<file path="config.mk">
export PLATFORM = sky130hd
export DESIGN_NAME = fabric_clock_reset_distribution
export DESIGN_NICKNAME = d
export VERILOG_FILES = /design/src/logic/fabric_clk_pkg.sv /design/src/logic/sector_selector.sv /design/src/logic/cell_register.sv /design/src/logic/fabric_clock_reset_distribution.sv
export SDC_FILE = /design/constraint.sdc
export NUM_CORES = 1
export LEC_CHECK = 0
export ABC_AREA = 1
export BUFFER_PORTS_ARGS = -buffer_cell sky130_fd_sc_hd__clkbuf_2
export CAP_MARGIN = 20
export CORE_UTILIZATION = 55
export CTS_CLUSTER_SIZE = 10
export DETAILED_ROUTE_END_ITERATION = 8
export PLACE_DENSITY = 0.82
export SLEW_MARGIN = 20
export SYNTH_ARGS = -nofsm -noshare
export SYNTH_HDL_FRONTEND = slang
export SYNTH_SLANG_ARGS = --single-unit
</file>
<file path="constraint.sdc">
create_clock -name clk_sys_i -period 1.8 [get_ports clk_sys_i]
set_input_delay 0.09 -clock clk_sys_i [delete_from_list [all_inputs] [get_ports clk_sys_i]]
set_output_delay 0.09 -clock clk_sys_i [all_outputs]
set_load 0.02 [all_outputs]
</file>
<file path="src/logic/fabric_clk_pkg.sv">
// package: constants and types for fabric clock and set/reset distribution
package fabric_clk_pkg;

	// ***************************************************************
	// array shape
	// ***************************************************************
	localparam int NUM_GLOBAL_CLK   = 8;
	localparam int NUM_FAST_CLK     = 4;
	localparam int CELLS_PER_SECTOR = 4;

	// ***************************************************************
	// column clock selector codes
	// ***************************************************************
	localparam int          COL_SEL_W     = 4;
	localparam logic [3:0]  SEL_FAST_A    = 4'h8;
	localparam logic [3:0]  SEL_FAST_B    = 4'h9;

	// ***************************************************************
	// values after reset and the set/reset active level
	// ***************************************************************
	localparam logic        CELL_Q_RESET  = 1'h1;
	localparam logic        SEC_CLK_IDLE  = 1'h0;
	localparam logic        SYNC_RESET    = 1'h0;
	localparam logic        SR_ACTIVE_LVL = 1'h0;

	// ***************************************************************
	// enumerations
	// ***************************************************************
	typedef enum logic [2:0] {
		CLK_TRUE = 3'h1,
		CLK_INV  = 3'h2,
		CLK_OFF  = 3'h4
	} clk_mode_type;

	typedef enum logic [2:0] {
		PH_UNCONF = 3'h1,
		PH_INIT   = 3'h2,
		PH_RUN    = 3'h4
	} phase_type;

	// ***************************************************************
	// configuration carriers
	// ***************************************************************
	typedef struct packed {
		logic         clk_from_express;
		clk_mode_type clk_mode;
		logic         sr_from_express;
		logic         sr_invert;
	} sector_cfg_type;

	typedef struct packed {
		logic falling_edge;
		logic sr_sets;
		logic init_set;
	} cell_cfg_type;

	localparam sector_cfg_type SECTOR_CFG_RESET = '{1'h0, CLK_OFF, 1'h0, 1'h0};
	localparam cell_cfg_type   CELL_CFG_RESET   = '{1'h0, 1'h1, 1'h1};

endpackage : fabric_clk_pkg

</file>
<file path="src/logic/sector_selector.sv">
// module: per-sector clock and set/reset selector
`timescale 1ns/1ps
module sector_selector (
	// configuration
	input  wire fabric_clk_pkg::sector_cfg_type cfg_i,
	input  wire fabric_clk_pkg::phase_type      phase_i,
	// sources
	input  wire logic                           col_clk_i,
	input  wire logic                           express_clk_i,
	input  wire logic                           gsr_n_i,
	input  wire logic                           express_sr_i,
	// delivered
	output logic                                sec_clk_o,
	output logic                                sec_sr_n_o
);
	import fabric_clk_pkg::*;

	logic src_clk;
	logic src_sr;

	assign src_clk = cfg_i.clk_from_express ? express_clk_i : col_clk_i;
	assign src_sr  = cfg_i.sr_from_express ? express_sr_i : gsr_n_i;

	always_comb begin
		if (phase_i == PH_UNCONF) begin
			sec_clk_o = SEC_CLK_IDLE;
		end else begin
			case (cfg_i.clk_mode)
				CLK_TRUE: sec_clk_o = src_clk;
				CLK_INV:  sec_clk_o = ~src_clk;
				CLK_OFF:  sec_clk_o = SEC_CLK_IDLE;
				default:  sec_clk_o = SEC_CLK_IDLE;
			endcase
		end
	end

	// true or inverted only, never tied off
	assign sec_sr_n_o = cfg_i.sr_invert ? ~src_sr : src_sr;

endmodule : sector_selector

</file>
<file path="src/logic/cell_register.sv">
// module: one fabric cell register with edge sense and set/reset
`timescale 1ns/1ps
module cell_register (
	// clock and reset
	input  wire logic                         clk_sys_i,
	input  wire logic                         resetn_i,
	// configuration
	input  wire fabric_clk_pkg::cell_cfg_type cfg_i,
	input  wire fabric_clk_pkg::phase_type    phase_i,
	// delivered clock and set/reset
	input  wire logic                         sec_clk_i,
	input  wire logic                         sec_sr_n_i,
	// data
	input  wire logic                         d_i,
	output logic                              q_o
);
	import fabric_clk_pkg::*;

	logic q;
	logic clk_prev;
	logic edge_seen;
	logic sr_active;

	always_ff @(posedge clk_sys_i) begin
		if (!resetn_i) begin
			clk_prev <= SEC_CLK_IDLE;
		end else begin
			clk_prev <= sec_clk_i;
		end
	end

	// rising edge unless falling is configured
	assign edge_seen = cfg_i.falling_edge ? (clk_prev & ~sec_clk_i)
	                                      : (~clk_prev & sec_clk_i);
	assign sr_active = (phase_i == PH_RUN) && (sec_sr_n_i == SR_ACTIVE_LVL);

	always_ff @(posedge clk_sys_i) begin
		if (!resetn_i) begin
			q <= CELL_Q_RESET;
		end else begin
			case (phase_i)
				PH_UNCONF: q <= CELL_Q_RESET;
				PH_INIT:   q <= cfg_i.init_set;
				PH_RUN: begin
					if (sr_active) begin
						q <= cfg_i.sr_sets;
					end else if (edge_seen) begin
						q <= d_i;
					end
				end
				default:   q <= CELL_Q_RESET;
			endcase
		end
	end

	// set/reset overrides without waiting for a clock edge
	assign q_o = sr_active ? cfg_i.sr_sets : q;

endmodule : cell_register

</file>
<file path="src/logic/fabric_clock_reset_distribution.sv">
// module: top of fabric clock and set/reset distribution
//
// Summary of operation
// - Eight global clock lines exist, each taken from its own dedicated global clock pin.
// - Four fast clock lines exist, two for the west edge column and two for the east one.
// - A selector at the top of each column picks one of the eight global lines as column clock.
// - Each four-cell sector passes its clock true, inverted, or tied to 0 to save power.
// - Each sector takes its clock from the column clock or from the plane 4 express bus.
// - The west column selector also offers the two west fast clocks, the east one the east pair.
// - Each cell register captures on the rising edge of its clock unless set to falling.
// - Before configuration completes every register clock is held at constant 0.
// - When configuration completes each register goes to its configured set or reset state.
// - One global set/reset line exists, driven from any user pin but never from a clock pin.
// - Global set/reset reaches every column and each sector picks it or the plane 5 bus.
// - Each sector passes its set/reset true or inverted, with no tie-off.
// - A per-cell bit decides whether set/reset sets or resets, active at 0 by default.
// - An active set/reset changes the register state at once, with no clock edge.
// - Before configuration every register is held set, presenting logic 1.
`timescale 1ns/1ps
module fabric_clock_reset_distribution #(
	parameter int NUM_COLS       = 4,
	parameter int SECTORS_PER_COL = 2,
	parameter int NUM_USER_IO    = 8
) (
	// clock and reset
	input  wire logic                                       clk_sys_i,
	input  wire logic                                       resetn_i,
	// clock pins
	input  wire logic [fabric_clk_pkg::NUM_GLOBAL_CLK-1:0]  global_clock_lines_i,
	input  wire logic                                       fast_clk_west_a_i,
	input  wire logic                                       fast_clk_west_b_i,
	input  wire logic                                       fast_clk_east_a_i,
	input  wire logic                                       fast_clk_east_b_i,
	// user pins and express buses
	input  wire logic [NUM_USER_IO-1:0]                     user_io_i,
	input  wire logic [NUM_COLS*SECTORS_PER_COL-1:0]        express_clk_i,
	input  wire logic [NUM_COLS*SECTORS_PER_COL-1:0]        express_sr_i,
	// configuration
	input  wire logic                                       config_done_i,
	input  wire logic [NUM_COLS*fabric_clk_pkg::COL_SEL_W-1:0] col_clk_sel_i,
	input  wire fabric_clk_pkg::sector_cfg_type [NUM_COLS*SECTORS_PER_COL-1:0] sector_cfg_i,
	input  wire fabric_clk_pkg::cell_cfg_type
		[NUM_COLS*SECTORS_PER_COL*fabric_clk_pkg::CELLS_PER_SECTOR-1:0] cell_cfg_i,
	input  wire logic [$clog2(NUM_USER_IO)-1:0]             gsr_pin_sel_i,
	// cell data
	input  wire logic
		[NUM_COLS*SECTORS_PER_COL*fabric_clk_pkg::CELLS_PER_SECTOR-1:0] cell_d_i,
	output logic
		[NUM_COLS*SECTORS_PER_COL*fabric_clk_pkg::CELLS_PER_SECTOR-1:0] cell_q_o,
	// status
	output logic                                            configured_o
);
	import fabric_clk_pkg::*;

	localparam int NUM_SEC   = NUM_COLS * SECTORS_PER_COL;
	localparam int NUM_CELLS = NUM_SEC * CELLS_PER_SECTOR;
	localparam int SEL_IO_W  = $clog2(NUM_USER_IO);
	localparam int SYNC_W    = NUM_GLOBAL_CLK + NUM_FAST_CLK + 2 * NUM_SEC + NUM_USER_IO;

	// ***************************************************************
	// pin synchronisers
	// ***************************************************************
	logic [SYNC_W-1:0] sync_meta;
	logic [SYNC_W-1:0] sync_pins;

	always_ff @(posedge clk_sys_i) begin
		if (!resetn_i) begin
			sync_meta <= {SYNC_W{SYNC_RESET}};
			sync_pins <= {SYNC_W{SYNC_RESET}};
		end else begin
			sync_meta <= {global_clock_lines_i,
			              fast_clk_west_a_i, fast_clk_west_b_i,
			              fast_clk_east_a_i, fast_clk_east_b_i,
			              express_clk_i, express_sr_i, user_io_i};
			sync_pins <= sync_meta;
		end
	end

	logic [NUM_GLOBAL_CLK-1:0] gclk;
	logic [NUM_FAST_CLK-1:0]   fclk;
	logic [NUM_SEC-1:0]        xclk;
	logic [NUM_SEC-1:0]        xsr;
	logic [NUM_USER_IO-1:0]    uio;

	// each global line from its own dedicated pin
	assign {gclk, fclk, xclk, xsr, uio} = sync_pins;

	// ***************************************************************
	// configuration phase
	// ***************************************************************
	phase_type phase;
	phase_type next_phase;

	always_comb begin
		case (phase)
			PH_UNCONF: next_phase = config_done_i ? PH_INIT : PH_UNCONF;
			PH_INIT:   next_phase = PH_RUN;
			PH_RUN:    next_phase = config_done_i ? PH_RUN : PH_UNCONF;
			default:   next_phase = PH_UNCONF;
		endcase
	end

	always_ff @(posedge clk_sys_i) begin
		if (!resetn_i) begin
			phase <= PH_UNCONF;
		end else begin
			phase <= next_phase;
		end
	end

	assign configured_o = (phase == PH_RUN);

	// ***************************************************************
	// configuration capture, frozen once configured
	// ***************************************************************
	logic [NUM_COLS*COL_SEL_W-1:0]   col_sel;
	sector_cfg_type [NUM_SEC-1:0]    sec_cfg;
	cell_cfg_type [NUM_CELLS-1:0]    cel_cfg;
	logic [SEL_IO_W-1:0]             gsr_sel;

	always_ff @(posedge clk_sys_i) begin
		if (!resetn_i) begin
			col_sel <= '0;
			sec_cfg <= {NUM_SEC{SECTOR_CFG_RESET}};
			cel_cfg <= {NUM_CELLS{CELL_CFG_RESET}};
			gsr_sel <= '0;
		end else if (phase == PH_UNCONF) begin
			col_sel <= col_clk_sel_i;
			sec_cfg <= sector_cfg_i;
			cel_cfg <= cell_cfg_i;
			gsr_sel <= gsr_pin_sel_i;
		end
	end

	// ***************************************************************
	// global set/reset from user pins only
	// ***************************************************************
	logic gsr_n;

	// clock pins are not among the user pins, so they cannot drive it
	assign gsr_n = uio[gsr_sel];

	// ***************************************************************
	// column clock selectors and sectors
	// ***************************************************************
	logic [NUM_COLS-1:0] col_clk;
	logic [NUM_SEC-1:0]  sec_clk;
	logic [NUM_SEC-1:0]  sec_sr_n;

	genvar c;
	genvar s;
	genvar k;
	generate
		for (c = 0; c < NUM_COLS; c++) begin : g_col
			logic [COL_SEL_W-1:0] sel;
			logic                 fast_a;
			logic                 fast_b;
			logic                 fast_ok;

			assign sel = col_sel[c*COL_SEL_W +: COL_SEL_W];

			// edge columns get their own fast pair
			if (c == 0) begin : g_west
				assign fast_a  = fclk[3];
				assign fast_b  = fclk[2];
				assign fast_ok = 1'h1;
			end else if (c == NUM_COLS - 1) begin : g_east
				assign fast_a  = fclk[1];
				assign fast_b  = fclk[0];
				assign fast_ok = 1'h1;
			end else begin : g_inner
				assign fast_a  = 1'h0;
				assign fast_b  = 1'h0;
				assign fast_ok = 1'h0;
			end

			always_comb begin
				if (sel < SEL_FAST_A) begin
					col_clk[c] = gclk[sel[2:0]];
				end else if (sel == SEL_FAST_A) begin
					col_clk[c] = fast_ok & fast_a;
				end else if (sel == SEL_FAST_B) begin
					col_clk[c] = fast_ok & fast_b;
				end else begin
					col_clk[c] = SEC_CLK_IDLE;
				end
			end

			for (s = 0; s < SECTORS_PER_COL; s++) begin : g_sec
				localparam int SI = c * SECTORS_PER_COL + s;

				// global set/reset reaches every column's sectors
				sector_selector u_sector (
					.cfg_i         (sec_cfg[SI]),
					.phase_i       (phase),
					.col_clk_i     (col_clk[c]),
					.express_clk_i (xclk[SI]),
					.gsr_n_i       (gsr_n),
					.express_sr_i  (xsr[SI]),
					.sec_clk_o     (sec_clk[SI]),
					.sec_sr_n_o    (sec_sr_n[SI])
				);

				for (k = 0; k < CELLS_PER_SECTOR; k++) begin : g_cell
					localparam int CI = SI * CELLS_PER_SECTOR + k;

					cell_register u_cell (
						.clk_sys_i  (clk_sys_i),
						.resetn_i   (resetn_i),
						.cfg_i      (cel_cfg[CI]),
						.phase_i    (phase),
						.sec_clk_i  (sec_clk[SI]),
						.sec_sr_n_i (sec_sr_n[SI]),
						.d_i        (cell_d_i[CI]),
						.q_o        (cell_q_o[CI])
					);
				end
			end
		end
	endgenerate

endmodule : fabric_clock_reset_distribution

</file>
==> impl_metrics.yaml <==
pwr:
  p_total_mw: 17.3
  leakagePower_nw: 8.57
  ir_drop_mv: 0.632
  powerDensity_nw_per_um2: 948
floorplan:
  start_util_pct: 55.9
  dieArea_um2: 22700
  fp.dieW_um: 151
  die_h_um: 151
  io_pins: 267
  core_um2: 21800
  fp-row-count: 54
setup_path:
  r2r_cells: 11
  crit_arrival_ns: 2.32
  crit_chain: "nor2_2 > nor2_2 > o21ai_4 > o211ai_4 > buf_6 > nand3_4 > o211ai_1 > nand2_4 > nand2_4 > nand2_2 > nand2_2 > buf_8"
  crit_path_top_delay_cell: "dfxtp_4"
  r2r_slack_ns: -0.49
  cp-end-kind: "output pin"
  required_ns: 1.71
  reg2reg_from: "sync_pins[30]"
  slowest_delay_ns: 0.38
  cp-start-kind: "register"
  critical_path_class: "reg -> out"
  crit_fanout: 5
  r2r_end: "g_col[1].g_sec[1].g_cell[3].u_cell.q"
clock_tree:
  cts-root-buf: "clkbuf_16"
  clock_sinks: 278
  clockBufferDepth: 3
  path_clk_slew_ns: 0.06
  cts_max_level: 2
  worstSkewPairLatency_ns: 0.51
  cts_tree: "done"
  cts_buffers: 34
grt:
  use_met3_pct: 10.2
  grt.busiest_layer: "met2"
  met1_usage_pct: 42.9
  grt_overflow_total: 0
  grt_max_degree: 120
  track_usage_pct: 39.7
  grt_pass1_wl_um: 70300
  grt_pass1_vias: 14400
  antenna_found_initial: 8
  gr-usage-met2_pct: 66.2
yosys:
  synth_ff_type: "dfxtp_1"
  seq_area_frac_synth_pct: 45.7
  synth_edf_count: 0
  synthMuxAreaShare_pct: 0
  synth-seq-cells: 278
  yosysWarnings: 0
  synthCells: 1692
  synthXorXnorAreaFrac_pct: 0
  yosysTopAreaCellShare_pct: 45.7
  synth_commonest_cells: "nand2_1, nand3_1, dfxtp_1"
  synth_top_family_by_area: "simple AND/OR/NAND/NOR gates"
  postSynthAreaPerCell_um2: 7.19
  synth-simple-area-share_pct: 31.2
  synth-compound-area-share_pct: 12.1
  synth_area_um2: 12200
  synth-async-reset-ratio_pct: 0
  yosysUniqueCellTypes: 28
  postSynthNetCount: 1926
  yosys.area_share.adder_pct: 0
  synth_top_area_cell: "dfxtp_1"
  synth_most_common_cell: "nand2_1"
  ys_top_cells_by_area: "dfxtp_1, nand3_1, nand2_1"
hold_path:
  hold_class: "in -> reg"
  hold_depth: 3
  worstHoldStart: "resetn_i"
  hold_path_end: "sec_cfg[34]"
timing:
  final-max-slew-violation-count: 0
  finalCriticalPeriod_ns: 2.41
  skew_ns: 0.0225
  rsz0062_at_grt: "yes"
  worstMarginPinSlew_ns: 0.842
  hold_violations: 0
  setup_viol: 69
  fin_crit_sh_pct: 134
  setup_ws_ns: -0.610
  slew_headroom_pct: 43.8
  timing.fmax_mhz: 415
place:
  dp_hpwl_um: 23300
  placed_cell_area_um2: 13600
  gp_congestion: 0.950
  dp_slack_ns: -0.290
  io_buffers: 266
detailed_routing:
  drt-initial-drc-count: 1693
  routed-via-count: 15000
  route.detailed.drc: 3
  wire_per_inst_um: 20.0
  wl_um: 49800
  drtAntennaViolNets: 0
  viasPerCell: 6.03
  drtPass1Iterations: 9
finish:
  num-nets-final: 2423
  drive_gt1_share_pct: 25.5
  final_area_um2: 18300
  area_growth_syn_to_layout_pct: 50.1
  finish.utilization_pct: 84.0
job:
  drv_cap: 0
status:
  violations: "design-rule violations, negative setup slack"
  outcome: "finished with violations"
-- through the flow --
step                      setup TNS (ns)  hold WS, ns  std cells
after global placement             -7.15        0.271       2161
after global routing              -34.90       0.0881       2485
final                             -26.02       0.0720       2486
after detailed placement          -14.26        0.275       2161
after CTS                         -18.32       0.0459       2459
after floorplan                        0        0.188       1692
-- worst max-delay path by stage --
stage / end / cells past startpoint / from / slack (ns)
3_3_place_gp: cell_q_o[3] / 10 / gsr_sel[0] / -0.16
5_1_grt: cell_q_o[9] / 12 / gsr_sel[0] / -0.75
3_5_place_dp: cell_q_o[31] / 10 / gsr_sel[0] / -0.29
4_1_cts: cell_q_o[26] / 13 / gsr_sel[0] / -0.52
2_1_floorplan: cell_q_o[3] / 11 / gsr_sel[0] / 0.09
6_report: cell_q_o[21] / 12 / gsr_sel[0] / -0.61
-- cells by family after synthesis --
kind of cell | after synthesis
AO/OA/AOI/OAI | 270
AND/OR/NAND/NOR | 828
flip-flops | 278
buffers and inverters | 316
-- metal layers --
layer	vias to the layer above	part of all wire, %
met4	2	9.2
met5	-	0.026
li1	6537	-
met1	6749	33
met3	478	10
met2	1213	47
-- layout by cell type (no fill, tap or decap), types with 7 or more instances in the layout --
cell	n
nand2_1	349
o211ai_1	15
nand3_4	9
clkbuf_8	10
nand3_1	255
clkbuf_2	232
buf_8	13
nand2_4	12
nor2_1	28
nor2_4	7
buf_6	22
a21oi_1	127
nand3_2	51
nand4_1	49
dlygate4sd3_1	232
inv_1	197
buf_12	8
buf_4	52
o21ai_2	16
nand2_2	52
o21ai_1	35
dfxtp_1	271
clkbuf_1	7
o21ai_0	66
diode_2	7
clkbuf_16	37
-- area by class of cell --
class / instances / area, um^2
antenna: 7 / 17.5
clock buffer: 45 / 966
clock inverter: 1 / 5.00
fill: 1130 / 3490
inverter: 204 / 773
multi-input combinational: 1098 / 5930
sequential: 278 / 5580
tap: 280 / 350
timing repair buffer: 572 / 4640
timing repair inverter: 1 / 6.26
-- repair_timing --
item	CTS	global route
endpoints found under the hold margin	234	0
endpoints found under the setup margin	65	71
cloned	1	1
buffers inserted	19	19
gates resized for setup	114	188
hold buffers	232	0
pin swaps	29	47
-- sequential cells by signal, indices dropped and copies added, names as in the netlist --
signal	cells
gsr_sel	3
sync_meta	36
g_col.g_sec.g_cell.u_cell.q	32
col_sel	16
cel_cfg	96
sec_cfg	48
phase	3
sync_pins	36
g_col.g_sec.g_cell.u_cell.clk_prev	8
-- power by group --
part           leakage, nW  internal, mW  switching [mW]
logic                 5.78          1.59            2.39
registers             2.31          6.73           0.393
clock network        0.475          3.70            2.51
-- worst max-delay path: cells and delay by family, from the launching register on --
kind,cells,cell delay (ns)
AOI/OAI and AO/OA,3,0.33
buffers and inverters,2,0.31
DFF,1,0.38
and+or+nand+nor,7,0.80
(Power assumes the default switching activity.)
